===== src/inc/dsprac_regs.svh =====
// Purpose: encodings, field positions and constants of the replicate and accumulator-shift datapath
// Assumes: 32-bit instruction words, four 64-bit accumulator pairs
// Notes:   definitions only
`ifndef DSPRAC_REGS_SVH
`define DSPRAC_REGS_SVH

// instruction fields
`define DSPRAC_F_MAJOR      31:26
`define DSPRAC_F_DEST       25:21
`define DSPRAC_F_ZERO5      25:21
`define DSPRAC_F_ZERO4HI    25:22
`define DSPRAC_F_IMMSHIFT   21:16
`define DSPRAC_F_ACSEL      15:14
`define DSPRAC_F_ZERO4LO    13:10
`define DSPRAC_F_MINOR10HI  15:6
`define DSPRAC_F_MINOR10LO  9:0
`define DSPRAC_F_MINOR8     13:6
`define DSPRAC_F_POOLX      5:0
`define DSPRAC_F_HSA        15:12
`define DSPRAC_F_MINOR12    11:0
`define DSPRAC_F_VARSHIFT   5:0
`define DSPRAC_F_BYTE0      7:0
`define DSPRAC_F_HALF0      15:0
`define DSPRAC_SIGN6        5

// opcode values
`define DSPRAC_MAJOR        6'h00
`define DSPRAC_POOLX        6'h3C
`define DSPRAC_MIN_REPL_PH  10'h00C
`define DSPRAC_MIN_REPL_QB  10'h04C
`define DSPRAC_MIN_ACC_IMM  10'h01D
`define DSPRAC_MIN_ACC_VAR  8'h49
`define DSPRAC_MIN_HSHL     12'h3B5
`define DSPRAC_MIN_HSHL_SAT 12'hBB5

// constants
`define DSPRAC_ZERO4        4'h0
`define DSPRAC_ZERO5        5'h00
`define DSPRAC_HALF_MSB     4'hF
`define DSPRAC_ONES16       16'hFFFF
`define DSPRAC_ZERO16       16'h0000
`define DSPRAC_SAT_POS      16'h7FFF
`define DSPRAC_SAT_NEG      16'h8000
`define DSPRAC_ZERO32       32'h0000_0000
`define DSPRAC_ACC_COUNT    4

`endif


===== src/inc/dsprac_pkg.sv =====
// Purpose: types of the replicate and accumulator-shift datapath
// Assumes: nothing
// Notes:   constants live in dsprac_regs.svh
package dsprac_pkg;
  typedef enum logic [0:0] {
    DSPRAC_IDLE = 1'b0,
    DSPRAC_EXEC = 1'b1
  } dsprac_state_e;

  typedef enum logic [2:0] {
    DSPRAC_OP_NONE      = 3'b000,
    DSPRAC_OP_REPL_PH   = 3'b001,
    DSPRAC_OP_REPL_QB   = 3'b010,
    DSPRAC_OP_ACC_IMM   = 3'b011,
    DSPRAC_OP_ACC_VAR   = 3'b100,
    DSPRAC_OP_HSHL      = 3'b101,
    DSPRAC_OP_HSHL_SAT  = 3'b110
  } dsprac_op_e;

  typedef logic [1:0]  dsprac_sel_t;
  typedef logic [31:0] dsprac_word_t;
endpackage


===== src/inc/dsprac_acc_if.sv =====
// Purpose: accumulator storage access between datapath and accumulator memory
// Assumes: one clock
// Notes:   read data registered inside the memory
`timescale 1ns/10ps
`default_nettype none
interface dsprac_acc_if;
  import dsprac_pkg::*;
  dsprac_sel_t  rdSel;
  dsprac_word_t rdHi;
  dsprac_word_t rdLo;
  logic         wrEn;
  dsprac_sel_t  wrSel;
  dsprac_word_t wrHi;
  dsprac_word_t wrLo;
  dsprac_sel_t  pkSel;
  dsprac_word_t pkHi;
  dsprac_word_t pkLo;

  modport mem (input rdSel, wrEn, wrSel, wrHi, wrLo, pkSel, output rdHi, rdLo, pkHi, pkLo);
  modport user (output rdSel, wrEn, wrSel, wrHi, wrLo, pkSel, input rdHi, rdLo, pkHi, pkLo);
endinterface
`default_nettype wire


===== src/rtl/dsprac_top.sv =====
// Purpose: replicate, accumulator-shift and packed-halfword left shift execution
// Assumes: pipeline supplies the instruction word and the source register value
// Notes:   accumulator ops take two cycles, register ops one
//
// Behaviour
// - halfword replicate: low half into both halves
// - decode halfword replicate from register
// - byte replicate: low byte into four lanes
// - decode byte replicate from register
// - decode immediate accumulator shift
// - shift joined 64-bit pair, write both words
// - signed amount: positive right, negative left
// - logical shifts, zero fill both directions
// - selector 0..3 picks one of four pairs
// - variable shift amount from source bits 5..0
// - decode variable accumulator shift
// - only reserved and disabled exceptions
// - per-half shift, saturate, set overflow flag
`timescale 1ns/10ps
`default_nettype none
`include "dsprac_regs.svh"
module dsprac_top (
  // clock and reset
  input  wire logic                  clk,
  input  wire logic                  reset_n,
  // issue
  input  wire logic                  issueValid,
  input  wire dsprac_pkg::dsprac_word_t issueInstr,
  input  wire dsprac_pkg::dsprac_word_t issueRsValue,
  input  wire logic                  dspEnable,
  output logic                       issueReady,
  // result
  output logic                       resValid,
  output logic                       gprWrEn,
  output logic [4:0]                 gprDest,
  output dsprac_pkg::dsprac_word_t   gprData,
  output logic                       excReserved,
  output logic                       excDspOff,
  output logic                       ouflagSet,
  output logic                       accDone,
  // accumulator load and observation
  input  wire logic                  extWrEn,
  input  wire dsprac_pkg::dsprac_sel_t extWrSel,
  input  wire dsprac_pkg::dsprac_word_t extWrHi,
  input  wire dsprac_pkg::dsprac_word_t extWrLo,
  input  wire dsprac_pkg::dsprac_sel_t peekSel,
  output dsprac_pkg::dsprac_word_t   peekHi,
  output dsprac_pkg::dsprac_word_t   peekLo
);
  import dsprac_pkg::*;

  dsprac_acc_if  accIf ();
  dsprac_state_e state;
  dsprac_op_e    decOp;
  logic          take;
  logic [5:0]    shiftAmt;
  dsprac_sel_t   accSel;
  logic          shNeg;
  logic [5:0]    shMag;
  logic [63:0]   joined;
  logic [63:0]   next_acc;
  dsprac_word_t  halfRes;
  logic [1:0]    halfOvf;
  logic          satForm;

  dsprac_acc_mem u_mem (
    .clk     (clk),
    .reset_n (reset_n),
    .acc     (accIf)
  );

  assign take = issueValid && issueReady;

  // decoder
  always_comb begin
    decOp = DSPRAC_OP_NONE;
    if (issueInstr[`DSPRAC_F_MAJOR] == `DSPRAC_MAJOR) begin
      if (issueInstr[`DSPRAC_F_MINOR10HI] == `DSPRAC_MIN_REPL_PH && issueInstr[`DSPRAC_F_POOLX] == `DSPRAC_POOLX) begin
        decOp = DSPRAC_OP_REPL_PH;
      end
      else if (issueInstr[`DSPRAC_F_MINOR10HI] == `DSPRAC_MIN_REPL_QB
               && issueInstr[`DSPRAC_F_POOLX] == `DSPRAC_POOLX) begin
        decOp = DSPRAC_OP_REPL_QB;
      end
      else if (issueInstr[`DSPRAC_F_MINOR10LO] == `DSPRAC_MIN_ACC_IMM
               && issueInstr[`DSPRAC_F_ZERO4HI] == `DSPRAC_ZERO4
               && issueInstr[`DSPRAC_F_ZERO4LO] == `DSPRAC_ZERO4) begin
        decOp = DSPRAC_OP_ACC_IMM;
      end
      else if (issueInstr[`DSPRAC_F_MINOR8] == `DSPRAC_MIN_ACC_VAR
               && issueInstr[`DSPRAC_F_POOLX] == `DSPRAC_POOLX
               && issueInstr[`DSPRAC_F_ZERO5] == `DSPRAC_ZERO5) begin
        decOp = DSPRAC_OP_ACC_VAR;
      end
      else if (issueInstr[`DSPRAC_F_MINOR12] == `DSPRAC_MIN_HSHL) begin
        decOp = DSPRAC_OP_HSHL;
      end else if (issueInstr[`DSPRAC_F_MINOR12] == `DSPRAC_MIN_HSHL_SAT) begin
        decOp = DSPRAC_OP_HSHL_SAT;
      end
    end
  end

  // per-half shift with overflow and clamp
  assign satForm = (decOp == DSPRAC_OP_HSHL_SAT);
  for (genvar h = 0; h < 2; h++) begin : g_half
    logic [15:0] a;
    logic [3:0]  s;
    logic [15:0] chk;
    assign a   = issueRsValue[h*16 +: 16];
    assign s   = issueInstr[`DSPRAC_F_HSA];
    assign chk = 16'($signed(a) >>> (`DSPRAC_HALF_MSB - s));
    assign halfOvf[h] = (s != `DSPRAC_ZERO4) && (chk != `DSPRAC_ZERO16) && (chk != `DSPRAC_ONES16);
    assign halfRes[h*16 +: 16] = (satForm && halfOvf[h]) ? (a[15] ? `DSPRAC_SAT_NEG : `DSPRAC_SAT_POS)
                                                         : 16'(a << s);
  end

  // accumulator read selection
  // selector names one of four pairs
  assign accIf.rdSel = issueInstr[`DSPRAC_F_ACSEL];
  assign accIf.pkSel = peekSel;

  // join, shift and split the pair
  // signed amount, magnitude up to 32
  assign shNeg    = shiftAmt[`DSPRAC_SIGN6];
  assign shMag    = shNeg ? 6'(-shiftAmt) : shiftAmt;
  assign joined   = {accIf.rdHi, accIf.rdLo};
  assign next_acc = shNeg ? (joined << shMag) : (joined >> shMag);

  always_comb begin
    accIf.wrEn  = 1'b0;
    accIf.wrSel = extWrSel;
    accIf.wrHi  = extWrHi;
    accIf.wrLo  = extWrLo;
    if (state == DSPRAC_EXEC) begin
      accIf.wrEn  = 1'b1;
      accIf.wrSel = accSel;
      accIf.wrHi  = next_acc[63:32];
      accIf.wrLo  = next_acc[31:0];
    end else if (extWrEn) begin
      accIf.wrEn  = 1'b1;
    end
  end

  // sequencing of accumulator ops
  always_ff @(posedge clk or negedge reset_n) begin
    if (!reset_n) begin
      state      <= DSPRAC_IDLE;
      issueReady <= 1'b0;
      shiftAmt   <= 6'h00;
      accSel     <= 2'h0;
    end else begin
      case (state)
        DSPRAC_IDLE: begin
          issueReady <= 1'b1;
          if (take && dspEnable && (decOp == DSPRAC_OP_ACC_IMM || decOp == DSPRAC_OP_ACC_VAR)) begin
            state      <= DSPRAC_EXEC;
            issueReady <= 1'b0;
            accSel     <= issueInstr[`DSPRAC_F_ACSEL];
            // variable amount from source bits 5..0
            shiftAmt   <= (decOp == DSPRAC_OP_ACC_VAR) ? issueRsValue[`DSPRAC_F_VARSHIFT]
                                                       : issueInstr[`DSPRAC_F_IMMSHIFT];
          end
        end
        DSPRAC_EXEC: begin
          state      <= DSPRAC_IDLE;
          issueReady <= 1'b1;
        end
        default: begin
          state      <= DSPRAC_IDLE;
          issueReady <= 1'b0;
        end
      endcase
    end
  end

  // register results and exceptions
  always_ff @(posedge clk or negedge reset_n) begin
    if (!reset_n) begin
      resValid    <= 1'b0;
      gprWrEn     <= 1'b0;
      gprDest     <= 5'h00;
      gprData     <= `DSPRAC_ZERO32;
      excReserved <= 1'b0;
      excDspOff   <= 1'b0;
      ouflagSet   <= 1'b0;
    end else begin
      resValid    <= take;
      gprWrEn     <= 1'b0;
      excReserved <= 1'b0;
      excDspOff   <= 1'b0;
      ouflagSet   <= 1'b0;
      if (take) begin
        gprDest <= issueInstr[`DSPRAC_F_DEST];
        // only reserved or disabled, never data dependent
        if (decOp == DSPRAC_OP_NONE) begin
          excReserved <= 1'b1;
        end else if (!dspEnable) begin
          excDspOff <= 1'b1;
        end else begin
          case (decOp)
            DSPRAC_OP_REPL_PH: begin
              gprWrEn <= 1'b1;
              gprData <= {2{issueRsValue[`DSPRAC_F_HALF0]}};
            end
            DSPRAC_OP_REPL_QB: begin
              gprWrEn <= 1'b1;
              gprData <= {4{issueRsValue[`DSPRAC_F_BYTE0]}};
            end
            DSPRAC_OP_HSHL, DSPRAC_OP_HSHL_SAT: begin
              gprWrEn   <= 1'b1;
              gprData   <= halfRes;
              ouflagSet <= |halfOvf;
            end
            default: begin
              gprWrEn <= 1'b0;
            end
          endcase
        end
      end
    end
  end

  // accumulator completion
  always_ff @(posedge clk or negedge reset_n) begin
    if (!reset_n) begin
      accDone <= 1'b0;
    end else begin
      accDone <= (state == DSPRAC_EXEC);
    end
  end

  assign peekHi = accIf.pkHi;
  assign peekLo = accIf.pkLo;
endmodule
`default_nettype wire


===== src/rtl/dsprac_acc_mem.sv =====
// Purpose: four 64-bit accumulator pairs, one write port, two registered read ports
// Assumes: upper and lower words always written together
// Notes:   exec read port forwards a same-cycle write
`timescale 1ns/10ps
`default_nettype none
`include "dsprac_regs.svh"
module dsprac_acc_mem (
  // clock and reset
  input  wire logic clk,
  input  wire logic reset_n,
  // accumulator access
  dsprac_acc_if.mem acc
);
  import dsprac_pkg::*;

  dsprac_word_t hiMem [`DSPRAC_ACC_COUNT];
  dsprac_word_t loMem [`DSPRAC_ACC_COUNT];

  // one entry per accumulator, both halves in one write
  for (genvar i = 0; i < `DSPRAC_ACC_COUNT; i++) begin : g_entry
    always_ff @(posedge clk) begin
      if (acc.wrEn && acc.wrSel == dsprac_sel_t'(i)) begin
        hiMem[i] <= acc.wrHi;
        loMem[i] <= acc.wrLo;
      end
    end
  end

  // exec read with write forwarding
  always_ff @(posedge clk or negedge reset_n) begin
    if (!reset_n) begin
      acc.rdHi <= `DSPRAC_ZERO32;
      acc.rdLo <= `DSPRAC_ZERO32;
    end else if (acc.wrEn && acc.wrSel == acc.rdSel) begin
      acc.rdHi <= acc.wrHi;
      acc.rdLo <= acc.wrLo;
    end else begin
      acc.rdHi <= hiMem[acc.rdSel];
      acc.rdLo <= loMem[acc.rdSel];
    end
  end

  // observation read
  always_ff @(posedge clk or negedge reset_n) begin
    if (!reset_n) begin
      acc.pkHi <= `DSPRAC_ZERO32;
      acc.pkLo <= `DSPRAC_ZERO32;
    end else begin
      acc.pkHi <= hiMem[acc.pkSel];
      acc.pkLo <= loMem[acc.pkSel];
    end
  end
endmodule
`default_nettype wire


===== config.mk =====
export PLATFORM = sky130hd
export DESIGN_NAME = dsprac_top
export DESIGN_NICKNAME = d
export VERILOG_FILES = /design/src/inc/dsprac_pkg.sv /design/src/inc/dsprac_acc_if.sv /design/src/rtl/dsprac_top.sv /design/src/rtl/dsprac_acc_mem.sv
export VERILOG_INCLUDE_DIRS = /design/src /design/src/inc
export SDC_FILE = /design/constraint.sdc
export NUM_CORES = 1
export LEC_CHECK = 0
export BUFFER_PORTS_ARGS = -buffer_cell sky130_fd_sc_hd__buf_2
export CAP_MARGIN = 15
export CORE_ASPECT_RATIO = 0.75
export CORE_MARGIN = 2
export CORE_UTILIZATION = 35
export DETAILED_ROUTE_END_ITERATION = 6
export SYNTH_ARGS = -nofsm -noshare
export SYNTH_HDL_FRONTEND = slang
export SYNTH_SLANG_ARGS = --single-unit
export TNS_END_PERCENT = 50

===== constraint.sdc =====
create_clock -name clk -period 15.39 [get_ports clk]
set_input_delay 2.3085 -clock clk [delete_from_list [all_inputs] [get_ports clk]]
set_output_delay 2.3085 -clock clk [all_outputs]
set_load 0.01 [all_outputs]

==> flow_metrics.tcl <==
set metrics [dict create \
    synth.avg_cell_area_sq_um 13.4 \
    worst_setup_ep_type "register" \
    cellPowerDensity_nw_per_um2 96.3 \
    ir_drop_worst_case_vdd_uv 70.5 \
    cts.hold.buffers_added 0 \
    detailedRoute.firstIterationViolations 2884 \
    synth_top_cell_by_area "sky130_fd_sc_hd__edfxtp_1" \
    worstSetupPathType "register to register" \
    routabilityCongestion 1.00 \
    std_cell_rows 89 \
    crit_path_cell_trace "clkinv_2 -> ha_1 -> nand2b_1 -> xnor2_2 -> buf_4 -> buf_4 -> mux4_1 -> nand2_1 -> nand2_1 -> a222oi_1 -> a21oi_1 -> mux2_2" \
    tritoncts "done" \
    critical_path_required_ns 15.88 \
    finish.utilization_pct 40.1 \
    post_synth_num_cell_types 86 \
    critPathBufInv 3 \
    worst-endpoint-arrival_ns 6.70 \
    critical_path.reg2reg.endpoint "u_mem.acc.rdLo[22]" \
    grt_use_met2_pct 33.1 \
    grt_setup_unrepaired "false" \
    floorplan.initialDensity_pct 35.5 \
    grt_util_met1_pct 34.1 \
    register_bit_total_from_synthesis 437 \
    clkLatencyLatePin_ns 0.60 \
    cp_top_family "buffers and inverters" \
    ys_warn_count 0 \
    num_vias 21300 \
    leakagePower_nw 11.6 \
    die-area_sq_um 82400 \
    design.portCount 245 \
    grt_pass1_wl_um 144000 \
    grt_max_degree 80 \
    worst_clock_skew_ns 0.0214 \
    netlist_instances 2094 \
    status "complete, but fails checks" \
    total_power_mw 3.05 \
    hold_path_startpoint "gprData[16]" \
    track_usage_pct 23.4 \
    ff2ff_path_depth 12 \
    syn2layout_area_growth_pct 13.0 \
    post_synth_main_area_contributors "sky130_fd_sc_hd__edfxtp_1 27%, sky130_fd_sc_hd__mux4_2 25%, sky130_fd_sc_hd__dfrtp_1 16%, sky130_fd_sc_hd__mux2i_1 6.0%, sky130_fd_sc_hd__mux2_2 3.0%" \
    routedWlPerCell_um 29.4 \
    cap_viol_max_count 0 \
    final_hold_viol_count 0 \
    detailed_place_hpwl_um 68600 \
    cp_max_fo 50 \
    synthesis.area_sq_um 28000 \
    synth.most_common_cell "sky130_fd_sc_hd__mux4_2" \
    fin_setup_tns_ns 0 \
    post_route_cells_drive_above_1_share_pct 34.1 \
    cts_made_buffers 46 \
    hold_path_class "register to register" \
    post_cts_resize_count 0 \
    cts_max_path_buffers 3 \
    cts.reportedPaths.clkPinSlew_ns 0.06 \
    hold_path_depth 1 \
    clock_sink_count 437 \
    synth_commonest_cells "312 x sky130_fd_sc_hd__mux4_2, 256 x sky130_fd_sc_hd__edfxtp_1, 208 x sky130_fd_sc_hd__nor2_1" \
    finalWirelength_um 97800 \
    count_of_nets_after_finishing 2378 \
    die_width_um 331 \
    top_usage_layer "met1" \
    core_sq_um 79000 \
    finalMaxSlewViolations 0 \
    worst_pin_slew_ns 1.14 \
    clock_tree.htree_level_count 2 \
    drt-vias-per-instance 6.41 \
    minimum_clock_period_after_layout_ns 6.21 \
    worst-r2r-setup-slack_ns 9.18 \
    fmax_mhz 161 \
    critical_path_startpoint "shiftAmt[0]" \
    violations "DRC" \
    synth_sequential_area_ratio_pct 43.6 \
    max_slew_headroom_at_the_worst_pin_pct 24.1 \
    syn_nets 2236 \
    drt.antenna.violating_nets 0 \
    grt_util_met3_pct 8.22 \
    drc_violation_count_after_routing 9 \
    synth_top_cell_area_share_pct 27.4 \
    critical_path.reg2reg.startpoint "shiftAmt[0]" \
    holdPathEnd "gprData[16]" \
    ys_async_sr_fraction_pct 41.4 \
    grt_pass1_vias 20800 \
    antenna_found_initial 5 \
    final.period_utilization_pct 40.3 \
    layout.filler_cells 7347 \
    startpoint_type "register" \
    timing.critical_path.slowest_stage_cell "sky130_fd_sc_hd__a222oi_1" \
    drt_pre_antenna_iters 7 \
    port_buffer_cells 244 \
    setup_viol_count_final 0 \
    dieHeight_um 249 \
    synth-main-ff-cell "sky130_fd_sc_hd__edfxtp_1" \
    critical-path-max-stage-delay_ns 0.82 \
    global_route.overflow_total 0 \
    edff_count_synth 256 \
    cts.repair_timing.setup_buffer_count 0 \
    cts_root_buffer "sky130_fd_sc_hd__clkbuf_16" \
]
area by class of cell:
cell class              instances  area (sq um)  area share (%)
inverters                      24          91.3           0.288
clock inverters                21           260           0.822
clock buffers                  65          1290            4.08
repair buffers                286          1560            4.92
multi-input cells            1441         14900            47.1
flip-flops and latches        437         12200            38.6
well taps                    1046          1310            4.13
diodes                          1          2.50         0.00790
power breakdown:
group | internal, mW | switching [mW] | leakage [nW]
Combinational | 0.224 | 0.288 | 6.24
Sequential | 1.31 | 0.0660 | 4.56
Clock | 0.675 | 0.493 | 0.753
worst max-delay path by stage:
stage / to / slack (ns) / depth (start not counted)
after floorplan: u_mem.hiMem[1][0] / 7.64 / 2
after global placement: gprData[25] / 9.06 / 13
after detailed placement: gprData[25] / 9.02 / 13
after CTS: u_mem.acc.rdLo[22] / 9.30 / 12
after global routing: u_mem.acc.rdLo[22] / 8.79 / 12
final: u_mem.acc.rdLo[22] / 9.18 / 12
sequential cells by signal (all words and copies together) (netlist names), 2 cells and up:
signal,flops
gprDest,5
gprData,32
u_mem.acc.rdHi,32
u_mem.acc.pkLo,32
u_mem.loMem,128
u_mem.acc.rdLo,32
u_mem.hiMem,128
u_mem.acc.pkHi,32
accSel,2
shiftAmt,6
metrics by stage:
| step | setup WS (ns) | cells | cell area [sq um] | hold WS (ns) |
|---|---|---|---|---|
| after floorplan | 7.64 | 2094 | 28000 | 0.431 |
| after global placement | 9.06 | 3234 | 30100 | 0.463 |
| after detailed placement | 9.02 | 3234 | 30100 | 0.482 |
| after CTS | 9.30 | 3320 | 31700 | 0.496 |
| after global routing | 8.79 | 3321 | 31700 | 0.507 |
| final | 9.18 | 3321 | 31700 | 0.487 |
layout by cell type (no fill, tap or decap), types with 45 or more instances in the layout:
cell type,instances
sky130_fd_sc_hd__mux4_2,312
sky130_fd_sc_hd__edfxtp_1,256
sky130_fd_sc_hd__buf_2,239
sky130_fd_sc_hd__nor2_1,207
sky130_fd_sc_hd__dfrtp_1,179
sky130_fd_sc_hd__mux2i_1,168
sky130_fd_sc_hd__nand2_1,111
sky130_fd_sc_hd__a21oi_1,103
sky130_fd_sc_hd__mux2_2,75
sky130_fd_sc_hd__clkbuf_16,47
sky130_fd_sc_hd__o21ai_0,46
sky130_fd_sc_hd__buf_4,45
per-layer routing:
metal  vias up  wire length [um]
met1     11000             41000
li1       8792                 -
met5         -                44
met2      1290             42700
met3       152             11600
met4         8              2390
kinds of logic (layout without fill, tap and decap cells):
| group | Yosys count | in the layout | synth area share [%] |
|---|---|---|---|
| DFF | 437 | 437 | 43.6 |
| muxes | 570 | 570 | 35.4 |
| xor gates and xnor gates | 7 | 7 | 0.219 |
| AOI/OAI and AO/OA | 364 | 364 | 8.82 |
| buffers and inverters | 216 | 396 | 3.60 |
| and+or+nand+nor | 495 | 495 | 8.18 |
| adders and majority gates | 5 | 5 | 0.223 |
| other | 0 | 1 | 0 |
No activity file was read; power rests on OpenSTA's default activity.
